File: config.mk
export PLATFORM = sky130hd
export DESIGN_NAME = pmc_power_csr
export DESIGN_NICKNAME = d
export VERILOG_FILES = /design/src/verilog/pmc_pkg.sv /design/src/verilog/pmc_power_csr.sv /design/src/verilog/pmc_sticky_wake.sv /design/src/verilog/pmc_event_sync.sv
export VERILOG_INCLUDE_DIRS = /design/src /design/src/verilog
export SDC_FILE = /design/constraint.sdc
export NUM_CORES = 1
export LEC_CHECK = 0
export ABC_AREA = 1
export BUFFER_PORTS_ARGS = -buffer_cell sky130_fd_sc_hd__clkbuf_2
export CORE_MARGIN = 2
export CORE_UTILIZATION = 30
export CTS_CLUSTER_DIAMETER = 120
export DETAILED_ROUTE_END_ITERATION = 8
export PLACE_DENSITY = 0.75
export REMOVE_ABC_BUFFERS = 1
export SYNTH_ARGS = -nofsm -noshare
export SYNTH_HDL_FRONTEND = slang
export SYNTH_SLANG_ARGS = --single-unit
File: constraint.sdc
create_clock -name core_clk -period 1.5 [get_ports core_clk]
set_clock_uncertainty 0.15 [all_clocks]
set_input_delay 0 -clock core_clk [delete_from_list [all_inputs] [get_ports core_clk]]
set_output_delay 0 -clock core_clk [all_outputs]
set_load 0.02 [all_outputs]
File: src/verilog/pmc_consts.svh
// offsets, field positions and reset values of the power-management registers
`ifndef PMC_CONSTS_SVH
`define PMC_CONSTS_SVH
`define PMC_CAP_PTR_ADDR      8'h34
`define PMC_CSR_OFFSET        8'h04
`define PMC_BSE_OFFSET        8'h06
`define PMC_CAP_BASE_DEF      8'h40
`define PMC_BIT_FLAG          15
`define PMC_BIT_SCALE_HI      14
`define PMC_BIT_SCALE_LO      13
`define PMC_BIT_SEL_HI        12
`define PMC_BIT_SEL_LO        9
`define PMC_BIT_ENABLE        8
`define PMC_BIT_PS_HI         1
`define PMC_BIT_PS_LO         0
`define PMC_BIT_BPCC          7
`define PMC_BIT_D3ACT         6
`define PMC_SEL_RESET         4'h0
`define PMC_SCALE_NONE        2'h0
`define PMC_BSE_RESET         8'h00
`define PMC_SUPPORT_DEF       5'h19
`define PMC_SUPPORT_D3COLD    4
`endif

File: src/verilog/pmc_pkg.sv
// types shared by the power-management register logic
package pmc_pkg;
   typedef enum logic [1:0] {
      PMC_D0    = 2'h0,
      PMC_D1    = 2'h1,
      PMC_D2    = 2'h2,
      PMC_D3HOT = 2'h3
   } pmc_pstate_e;
endpackage : pmc_pkg

File: src/verilog/pmc_power_csr.sv
// power-management control/status and bridge extension config registers
// Operation
// RULE1 - flag sets on wake event, ignoring enable
// RULE2 - write one clears flag; zero ignored
// RULE3 - sticky when D3cold wake supported, else zero
// RULE4 - enable bit gates the wake request
// RULE5 - software clears sticky enable at load
// RULE6 - data scale read-only, reads 00b
// RULE7 - data select reads zero without data
// RULE8 - power state codes D0 D1 D2 D3hot
// RULE9 - unsupported state writes are dropped
// RULE10 - software writes reserved bits as zero
// RULE11 - registers at pointer plus 4h, 6h
// RULE12 - bridge extension byte read-only zero
// RULE13 - support mask D3cold bit selects stickiness
// RULE14 - sticky bits survive pci reset only
// RULE15 - request only when flag and enable
`timescale 1ns/1ps
`default_nettype none
`include "pmc_consts.svh"
module pmc_power_csr #(
   parameter logic [7:0] CAP_BASE    = `PMC_CAP_BASE_DEF,
   parameter logic [4:0] WAKE_SUPPORT = `PMC_SUPPORT_DEF,
   parameter logic       D1_SUPPORT  = 1'b1,
   parameter logic       D2_SUPPORT  = 1'b1
) (
   input  wire logic        core_clk,
   input  wire logic        reset,
   input  wire logic        auxReset,
   input  wire logic        wakeSource,
   input  wire logic        cfgRead,
   input  wire logic        cfgWrite,
   input  wire logic [7:0]  cfgAddr,
   input  wire logic [3:0]  cfgByteEn,
   input  wire logic [31:0] cfgWrData,
   output logic [31:0]      cfgRdData,
   output logic             cfgHit,
   output logic [1:0]       powerState,
   output logic             wakeRequest
);
   typedef struct packed {
      pmc_pkg::pmc_pstate_e ps;
      logic [31:0]          rdData;
      logic                 hit;
      logic                 req;
   } pmc_csr_s;

   pmc_csr_s r_ff;
   pmc_csr_s nxt_r;

   logic       stickyMode;
   logic       wakeEvent;
   logic       wakeFlag;
   logic       wakeEnable;
   logic       csrHit;
   logic       flagClear;
   logic       enableWrite;
   logic       stateOk;
   logic [1:0] newPs;
   logic [15:0] csrView;
   logic [7:0]  bseView;

   // D3cold support bit decides stickiness
   assign stickyMode = WAKE_SUPPORT[`PMC_SUPPORT_D3COLD]; // RULE13 RULE3

   // dword at base+4 holds csr low half and bridge byte
   assign csrHit = (cfgAddr[7:2] == CAP_BASE[7:2] + 6'(`PMC_CSR_OFFSET >> 2)); // RULE11

   assign flagClear   = cfgWrite && csrHit && cfgByteEn[1]
                        && cfgWrData[`PMC_BIT_FLAG]; // RULE2
   assign enableWrite = cfgWrite && csrHit && cfgByteEn[1];
   assign newPs       = cfgWrData[`PMC_BIT_PS_HI:`PMC_BIT_PS_LO];

   // only mandatory or supported optional states accepted
   always_comb begin
      case (newPs)
         2'h1:    stateOk = D1_SUPPORT;
         2'h2:    stateOk = D2_SUPPORT;
         default: stateOk = 1'b1;
      endcase
   end

   pmc_event_sync u_sync (
      .core_clk  (core_clk),
      .reset     (reset),
      .rawIn     (wakeSource),
      .risePulse (wakeEvent)
   );

   pmc_sticky_wake u_sticky (
      .core_clk    (core_clk),
      .auxReset    (auxReset),
      .pciReset    (reset),
      .stickyMode  (stickyMode),
      .wakeEvent   (wakeEvent),
      .flagClear   (flagClear),
      .enableWrite (enableWrite),
      .enableData  (cfgWrData[`PMC_BIT_ENABLE]),
      .wakeFlag    (wakeFlag),
      .wakeEnable  (wakeEnable)
   );

   // read view; scale and select read zero, reserved zero
   always_comb begin
      csrView = 16'h0000;
      csrView[`PMC_BIT_FLAG] = wakeFlag;
      csrView[`PMC_BIT_SCALE_HI:`PMC_BIT_SCALE_LO] = `PMC_SCALE_NONE; // RULE6
      csrView[`PMC_BIT_SEL_HI:`PMC_BIT_SEL_LO] = `PMC_SEL_RESET;      // RULE7
      csrView[`PMC_BIT_ENABLE] = wakeEnable;
      csrView[`PMC_BIT_PS_HI:`PMC_BIT_PS_LO] = r_ff.ps;               // RULE8
      bseView = `PMC_BSE_RESET;                                       // RULE12
   end

   // next state of power field, read data and request
   always_comb begin
      nxt_r        = r_ff;
      nxt_r.hit    = (cfgRead || cfgWrite) && csrHit;
      nxt_r.rdData = 32'h0000_0000;
      if (cfgRead && csrHit) begin
         nxt_r.rdData = {8'h00, bseView, csrView}; // RULE11
      end
      if (cfgWrite && csrHit && cfgByteEn[0] && stateOk) begin
         nxt_r.ps = pmc_pkg::pmc_pstate_e'(newPs); // RULE8 RULE9
      end
      nxt_r.req = wakeFlag && wakeEnable; // RULE15 RULE4
      if (flagClear) begin
         nxt_r.req = 1'b0; // RULE2
      end
   end

   always_ff @(posedge core_clk) begin
      if (reset) begin
         r_ff <= '{ps: pmc_pkg::PMC_D0, rdData: 32'h0000_0000, hit: 1'b0, req: 1'b0};
      end else begin
         r_ff <= nxt_r;
      end
   end

   assign cfgRdData   = r_ff.rdData;
   assign cfgHit      = r_ff.hit;
   assign powerState  = r_ff.ps;
   assign wakeRequest = r_ff.req;
endmodule : pmc_power_csr
`default_nettype wire

File: src/verilog/pmc_sticky_wake.sv
// sticky wake flag and enable kept on auxiliary power
`timescale 1ns/1ps
`default_nettype none
`include "pmc_consts.svh"
module pmc_sticky_wake (
   input  wire logic core_clk,
   input  wire logic auxReset,
   input  wire logic pciReset,
   input  wire logic stickyMode,
   input  wire logic wakeEvent,
   input  wire logic flagClear,
   input  wire logic enableWrite,
   input  wire logic enableData,
   output logic      wakeFlag,
   output logic      wakeEnable
);
   typedef struct packed {
      logic flag;
      logic enable;
   } pmc_sticky_s;

   pmc_sticky_s st_ff;
   pmc_sticky_s nxt_st;

   // event set wins over write-one clear
   always_comb begin
      nxt_st = st_ff;
      if (flagClear) begin
         nxt_st.flag = 1'b0;          // RULE2
      end
      if (wakeEvent) begin
         nxt_st.flag = 1'b1;          // RULE1
      end
      if (enableWrite) begin
         nxt_st.enable = enableData;  // RULE4
      end
   end

   // aux reset clears always; pci reset only when not sticky
   always_ff @(posedge core_clk) begin
      if (auxReset || (pciReset && !stickyMode)) begin
         st_ff <= '0;                 // RULE3 RULE14
      end else begin
         st_ff <= nxt_st;
      end
   end

   assign wakeFlag   = st_ff.flag;
   assign wakeEnable = st_ff.enable;
endmodule : pmc_sticky_wake
`default_nettype wire

File: src/verilog/pmc_event_sync.sv
// two-flop synchroniser and rising-edge pulse for the wake source
`timescale 1ns/1ps
`default_nettype none
module pmc_event_sync (
   input  wire logic core_clk,
   input  wire logic reset,
   input  wire logic rawIn,
   output logic      risePulse
);
   typedef struct packed {
      logic s1;
      logic s2;
      logic s3;
   } pmc_sync_s;

   pmc_sync_s sy_ff;
   pmc_sync_s nxt_sy;

   // shift chain; first stage feeds only second
   always_comb begin
      nxt_sy    = sy_ff;
      nxt_sy.s1 = rawIn;
      nxt_sy.s2 = sy_ff.s1;
      nxt_sy.s3 = sy_ff.s2;
   end

   always_ff @(posedge core_clk) begin
      if (reset) begin
         sy_ff <= '0;
      end else begin
         sy_ff <= nxt_sy;
      end
   end

   assign risePulse = sy_ff.s2 && !sy_ff.s3;
endmodule : pmc_event_sync
`default_nettype wire

==> metrics.txt, run 1 <==
dpl ws 534 ps; # rows 17; DP HPWL 919 microns; Clk Latency, worst-skew pair 270 ps; DRT Pass-1 Iters 3; post-synthesis xor/xnor area fraction 0%; Die X 52.2 microns; CP peak stage delay 570 ps; synthesis-to-layout area growth 40.3%; DRC viols 0; combinational family with the most area after synthesis buffers and inverters; post-route setup slack 17.5 ps; Layout Utilization 44.3%; Max Fclk 0.675 GHz; CTS tree built; GP Congestion 0.755; peak fanout along the critical path 3; Synth top area share 37.3%; prevailing post-synth register cell dfxtp_1; clk buf depth 2; Synth Area in Simple Gates 22.4%; Worst Reg-to-Reg Cells 3; Min-Delay Path Class in -> reg; CTS H-tree depth 1; P_sw 0.198 mW; Seq/Total Area, Yosys 37.3%; final WL 1.38 mm; vias in the first global route 556; input/output buffers 25; hold path cells 5; final hold viol count 0; Crit Path Category in -> reg; Final ANT Viol Nets 0; final worst path period need 1480 ps; ys async rst share 0%; status finished, final reports clean; CTS Buf Count 3; layout cells sized above 1 28.6%; global-route wire length before repair 2.15 mm; Die Ht 52.2 microns; Root Driver clkbuf_4; ANT cells 0; Seq pwr share 50.6%; pwr dens 709 mW/mm^2; most used cell, CP dlygate4sd3_1; RSZ-0062 raised after global routing false; syn avg cell area 8.21 sq um; count leader, synth buf_4; core area 0.00221 sq mm; Yosys Warn Count 0; mux contribution to synthesized area 0%; crit path DAT 1500 ps; Slowest cell on crit path dlygate4sd3_1; Synth Register Bits 13; Worst setup SP type input port; wire per inst 8.59 microns; DR vias/cell 3.63; area share of fa/ha/maj cells after synthesis 0%; MaxCap Viol Count 0; Die Area 0.00273 sq mm; clock slew at reported path FFs 80 ps; io pins 86; Hold Path End cfgRdData[1]$_SDFF_PP0_; synth top area cells dfxtp_1 (37%), buf_4 (30%), inv_1 (5.4%); r2r endpoint u_sticky.wakeFlag$_SDFFE_PP0P_; initial DRC count 5; setup TNS 0 ps; Slew Viols, Final 0; postcts setup bufs 0; Synth top cells by count buf_4 (28), dfxtp_1 (13), inv_1 (10); Crit. End Element flop; global-route usage over all layers 11.2%; grt total ovfl 0; NumNets Final 184; CTS Sinks 13; Synth Area in Compound Gates 3.58%; Synth Instances 85; total power 0.695 mW; post-synth top area cell dfxtp_1; largest net degree at the start of global routing 8; Peak VDD IR 0.373 mV; Gate power share 19.8%; number of synthesized flops with an enable pin 0; library cells used by synthesis 17; critical-path cell list dlygate4sd3_1, clkbuf_2, nand4_1, dlygate4sd3_1, nand2_1, a21oi_1; worst r2r src u_sync.nxt_sy[0]$_SDFF_PP0_; final period utilization 98.8%; leakage 0.474 nW; worst endpoint required time 1520 ps; Initial Util 31.6%; R2R setup slack 540 ps; synthesized area 698 sq um; count of final setup violators 0; total number of vias 585; initial antenna violation count 0; Net Sw Frac 28.6%; P_int 0.496 mW; worst hold start cfgAddr[6]; Clock power frac 29.6%
==> worst max-delay path by stage <==
| stage | slack [ps] | to | cells after the start | start |
|---|---|---|---|---|
| global placement | 570 | u_sticky.wakeFlag$_SDFFE_PP0P_ | 3 | u_sync.nxt_sy[0]$_SDFF_PP0_ |
| detailed placement | 530 | powerState[0]$_SDFFE_PP0P_ | 9 | cfgAddr[2] |
| finish | 20 | u_sticky.wakeFlag$_SDFFE_PP0P_ | 6 | cfgByteEn[1] |
| CTS | 60 | powerState[0]$_SDFFE_PP0P_ | 7 | cfgByteEn[0] |
| global route | 0.4 | powerState[0]$_SDFFE_PP0P_ | 7 | cfgByteEn[0] |
| floorplan | 590 | u_sticky.wakeFlag$_SDFFE_PP0P_ | 3 | u_sync.nxt_sy[0]$_SDFF_PP0_ |
==> power by group through the flow <==
stage	sequential (mW)	clock (mW)	combinational, mW
6_report	0.352	0.206	0.137
5_1_grt	0.352	0.245	0.148
4_1_cts	0.351	0.216	0.135
3_5_place_dp	0.359	0	0.109
3_3_place_gp	0.359	0	0.106
2_1_floorplan	0.360	0	0.0763
==> metrics by stage <==
step	hold slack, ps	cells	cell area [sq um]
3_5_place_dp	43.7	137	749
2_1_floorplan	-80.9	84	589
3_3_place_gp	30.1	137	749
6_report	30.8	161	980
4_1_cts	2.64	161	976
5_1_grt	40.8	161	980
==> area by class of cell <==
| class | instances | area (sq um) |
|---|---|---|
| multi-input cells | 60 | 290 |
| inverters | 11 | 42.5 |
| flip-flops and latches | 13 | 260 |
| clock buffers | 4 | 26.3 |
| repair buffers | 45 | 325 |
| fillers | 222 | 1230 |
| well taps | 28 | 35.0 |
==> flip-flops by register name (all words and copies together) (netlist names) <==
signal               count
cfgHit                   1
cfgRdData                4
powerState               2
u_sticky.wakeEnable      1
u_sticky.wakeFlag        1
u_sync.nxt_sy            2
u_sync.sy_ff             1
wakeRequest              1
==> metal layers <==
metal / global-route usage, % / wire [microns]
met1: 9.14 / 433
met2: 21.9 / 808
met3: 4.86 / 117
met4: 5.98 / 23
met5: 0 / 0
==> cells by family after synthesis <==
logic type	after synthesis
AOI/OAI and AO/OA	5
other	1
DFF	13
buffers and inverters	39
and+or+nand+nor	27
==> worst max-delay path, delay by kind of cell <==
kind	cells	cell delay (ps)
and+or+nand+nor	2	190
AOI/OAI and AO/OA	1	60
buffers and inverters	3	1250
==> layout by cell type, fill, tap and decap left out, drive strengths merged <==
cell type,netlist,final
dlygate4sd3,0,20
clkinv,1,1
o21ai,1,1
inv,10,10
nand2,10,10
a21oi,4,4
conb,1,28
or2,1,1
nand3,3,3
clkbuf,0,29
nor2,11,11
nand4,2,2
dfxtp,13,13
==> timing repair <==
action                     CTS  global route
hold buffers                20             0
setup endpoints to repair    0             1
resized for setup            0             1
hold endpoints to repair    13             0
Note: power is estimated with default switching activity, not from simulation.
==> inputs of run 2 (changes only) <==
Settings changed: BUFFER_PORTS_ARGS -buffer_cell sky130_fd_sc_hd__clkbuf_2 to -buffer_cell sky130_fd_sc_hd__buf_2.
==> metrics.txt, run 2 (synthesized netlist as in run 1, its figures left out) <==
setup TNS 0 ps; final period utilization 97.5%; Net Sw Frac 28.6%; Die Ht 52.2 microns; Gate power share 19.5%; Crit. End Element flop; DRT Pass-1 Iters 3; Worst setup SP type input port; Clock power frac 29.7%; most used cell, CP dlygate4sd3_1; P_int 0.494 mW; final hold viol count 0; status finished, final reports clean; worst setup path startpoint cfgByteEn[1]; leakage 0.466 nW; final WL 1.40 mm; DRC viols 0; CTS tree built; io pins 86; postcts setup bufs 0; total power 0.692 mW; peak fanout along the critical path 3; DR vias/cell 3.66; count of final setup violators 0; most common cell after layout, fill and taps aside conb_1; CTS H-tree depth 1; Initial Util 31.6%; Max Fclk 0.684 GHz; Slowest cell on crit path dlygate4sd3_1; Min-Delay Path Class in -> reg; Fin Hold WS 11.0 ps; pwr dens 730 mW/mm^2; Die X 52.2 microns; most frequent cells in the layout conb_1 (28), buf_2 (25), dlygate4sd3_1 (17); crit path DAT 1510 ps; Die Area 0.00273 sq mm; input/output buffers 25; CP bufs+invs 3; clk buf depth 2; CTS Buf Count 3; final worst path period need 1460 ps; grt total ovfl 0; RSZ-0062 raised after global routing false; worst r2r src u_sync.nxt_sy[0]$_SDFF_PP0_; layout cells sized above 1 29.2%; critical-path cell list dlygate4sd3_1, buf_2, nand4_1, dlygate4sd3_1, nand2_2, a21oi_1; Crit Path Category in -> reg; DP HPWL 959 microns; wire per inst 8.87 microns; ANT cells 0; synthesis-to-layout area growth 35.8%; global-route wire length before repair 2.10 mm; CTS Sinks 13; post-route cell area 948 sq um; initial DRC count 7; # rows 17; initial antenna violation count 0; Slew Viols, Final 0; max FFs per register 4; Final ANT Viol Nets 0; worst hold start cfgWrite; total number of vias 579; clock slew at reported path FFs 70 ps; CP peak stage delay 570 ps; GP Congestion 0.758; worst endpoint required time 1550 ps; NumNets Final 181; Clk Latency, worst-skew pair 260 ps; vias in the first global route 542; Seq pwr share 50.8%; core area 0.00221 sq mm; largest net degree at the start of global routing 8; family with the most delay on the worst path buffers and inverters; P_sw 0.198 mW; global-route usage over all layers 10.9%; Root Driver clkbuf_4; MaxCap Viol Count 0; Peak VDD IR 0.448 mV; Cell Area, Placed 749 sq um
run 2: changes by cell type in the layout (fill, tap and decap cells not counted), sizes merged:
cell         before  now
buf               0   25
clkbuf           29    4
dlygate4sd3      20   17
run 2: layout make-up:
cell class / count / area [sq um]
multi-input cells: 60 / 289
clock buffers: 4 / 26.3
flip-flops and latches: 13 / 260
repair buffers: 42 / 295
fillers: 231 / 1260
well taps: 28 / 35.0
inverters: 11 / 42.5
run 2: metrics by stage:
stage / instances / setup slack, ps / utilization [%]
after detailed placement: 137 / 507 / 33.9
after floorplan: 84 / 587 / -
after global routing: 158 / 3.31 / 42.9
after CTS: 159 / 31.2 / 43.2
final: 158 / 38.2 / 42.9
after global placement: 137 / 565 / 33.9
run 2: power by group through the flow:
stage / sequential (mW) / combinational (mW) / clock (mW)
6_report: 0.352 / 0.135 / 0.205
5_1_grt: 0.352 / 0.145 / 0.238
3_3_place_gp: 0.359 / 0.106 / 0
3_5_place_dp: 0.359 / 0.109 / 0
4_1_cts: 0.351 / 0.131 / 0.211
2_1_floorplan: 0.360 / 0.0763 / 0
run 2: layer usage:
layer	share of wire, %	up-vias	global-route usage (%)
li1	-	291	-
met1	31	259	9.01
met2	59	27	21.3
met3	8.8	2	5.71
met4	1.0	0	3.85
met5	0	-	0
run 2: path summary, 6_finish.rpt:
kind                                    endpoint  slack, ps  depth (start not counted)
hold / removal        powerState[0]$_SDFFE_PP0P_         10                          4
setup reg to reg  u_sticky.wakeFlag$_SDFFE_PP0P_        540                          3
hold reg to reg      u_sync.nxt_sy[0]$_SDFF_PP0_        260                          2
setup / recovery  u_sticky.wakeFlag$_SDFFE_PP0P_         40                          6
run 2: tightest hold or removal path, stage by stage:
cell and delay [ps]:
buf_2 150, nand3_4 90, nand2_1 60, a21oi_1 60
run 2: timing repair:
action | in CTS | in global routing
hold endpoints to repair | 13 | 0
hold buffers | 18 | 0
setup endpoints to repair | 0 | 2
resized for setup | 0 | 1
==> inputs of run 3 (changes only) <==
Settings changed: BUFFER_PORTS_ARGS -buffer_cell sky130_fd_sc_hd__buf_2 to not set, DONT_BUFFER_PORTS set to 1, PLACE_DENSITY 0.75 to not set, RECOVER_POWER set to 100, REMOVE_ABC_BUFFERS 1 to not set.
==> metrics.txt, run 3 (synthesized netlist as in run 1, its figures left out) <==
initial DRC count 15; final worst path period need 1420 ps; status finished, final reports clean; Reg area 262 sq um; final std cells w/o fill 137; Worst Reg-to-Reg Cells 3; core area 0.00221 sq mm; Min-Delay Path Class in -> reg; CP peak stage delay 600 ps; synthesis-to-layout area growth 23.1%; leakage 0.388 nW; MaxCap Viol Count 0; CTS Buf Count 3; post-route cell area 860 sq um; Root Driver clkbuf_4; setup TNS 0 ps; Peak VDD IR 0.331 mV; io pins 86; clk buf depth 2; ANT cells 0; input/output buffers 0; Cell Area, Placed 624 sq um; R2R setup slack 100 ps; final WL 1.23 mm; critical-path cell list dlygate4sd3_1, nand3_4, clkinv_2, nand2_1, dlygate4sd3_1, a21oi_1; vias in the first global route 459; DP Cell Count 112; r2r endpoint cfgRdData[1]$_SDFF_PP0_; Die X 52.2 microns; GP Congestion 0.562; layout cells sized above 1 11.0%; Crit Path Category in -> reg; total number of vias 515; worst endpoint required time 1560 ps; most frequent cells in the layout conb_1 (28), dlygate4sd3_1 (19), dfxtp_1 (12); Die Area 0.00273 sq mm; post-route setup slack 76.1 ps; NumNets Final 160; wire per inst 8.96 microns; dpl ws 557 ps; global-route usage over all layers 9.21%; Worst setup SP type input port; multi-input logic area 282 sq um; initial antenna violation count 0; final hold viol count 0; most used cell, CP dlygate4sd3_1; DRT Pass-1 Iters 5; Fin Hold WS 5.51 ps; Max Fclk 0.702 GHz; worst hold start cfgAddr[6]; CTS H-tree depth 1; # rows 17; DR vias/cell 3.76; largest net degree at the start of global routing 8; postcts setup bufs 0; clock slew at reported path FFs 80 ps; DP HPWL 791 microns; peak fanout along the critical path 3; Initial Util 31.6%; Slew Viols, Final 0; global-route wire length before repair 1.77 mm; Slowest cell on crit path dlygate4sd3_1; count of final setup violators 0; Die Ht 52.2 microns; final period utilization 94.9%; hold path cells 5; DRC viols 0; fillcell total 228; max FFs per register 4; pwr dens 786 mW/mm^2; grt total ovfl 0; worst r2r src powerState[1]$_SDFFE_PP0P_; Hold Path End powerState[0]$_SDFFE_PP0P_; CTS Sinks 13; Clk Latency, worst-skew pair 270 ps; CTS tree built; Final ANT Viol Nets 0; Crit. End Element flop; RSZ-0062 raised after global routing false; most common cell after layout, fill and taps aside conb_1; crit path DAT 1480 ps
-- run 3: power breakdown --
part           switching [mW]  internal, mW  total (mW)  leakage, nW
clock                   0.113         0.103       0.216       0.0150
combinational          0.0825        0.0253       0.108        0.267
sequential            0.00199         0.350       0.352        0.106
-- run 3: critical path, delay by kind of cell --
family                 cells  cell delay (ps)
AOI/OAI and AO/OA          1              130
buffers and inverters      3             1210
and+or+nand+nor            2              140
-- run 3: worst max path at each step --
| stage | start | to | slack (ps) | cells past startpoint |
|---|---|---|---|---|
| floorplan | u_sync.nxt_sy[0]$_SDFF_PP0_ | u_sticky.wakeFlag$_SDFFE_PP0P_ | 590 | 3 |
| global placement | u_sync.nxt_sy[0]$_SDFF_PP0_ | u_sticky.wakeFlag$_SDFFE_PP0P_ | 570 | 3 |
| detailed placement | u_sync.nxt_sy[0]$_SDFF_PP0_ | u_sticky.wakeFlag$_SDFFE_PP0P_ | 560 | 3 |
| CTS | reset | cfgRdData[15]$_SDFF_PP0_ | 20 | 5 |
| global route | powerState[1]$_SDFFE_PP0P_ | cfgRdData[1]$_SDFF_PP0_ | 10 | 3 |
| finish | cfgByteEn[0] | powerState[1]$_SDFFE_PP0P_ | 80 | 6 |
-- run 3: final cells by class --
type                    instances  area share [%]
well taps                      28            4.08
flip-flops and latches         13            30.4
multi-input cells              60            32.8
repair buffers                 21            24.7
clock buffers                   4            3.06
inverters                      11            4.95
-- run 3: what timing repair did --
item / in CTS / in global routing
setup endpoints to repair: 0 / 6
endpoints found under the hold margin: 13 / 1
hold buffers: 20 / 1
resized for setup: 0 / 3
-- run 3: metrics by stage --
step | util, % | power [mW]
after global placement | 28.2 | 0.437
after CTS | 38.5 | 0.680
after global routing | 38.9 | 0.712
after floorplan | - | 0.492
after detailed placement | 28.2 | 0.438
final | 38.9 | 0.675
-- run 3: layer usage --
layer  up-vias  routed length, microns  track usage, %
met3         4                     172            2.57
met1       219                     427            8.57
li1        249                       -               -
met4         0                      23            6.41
met2        43                     603            17.1
met5         -                       0               0
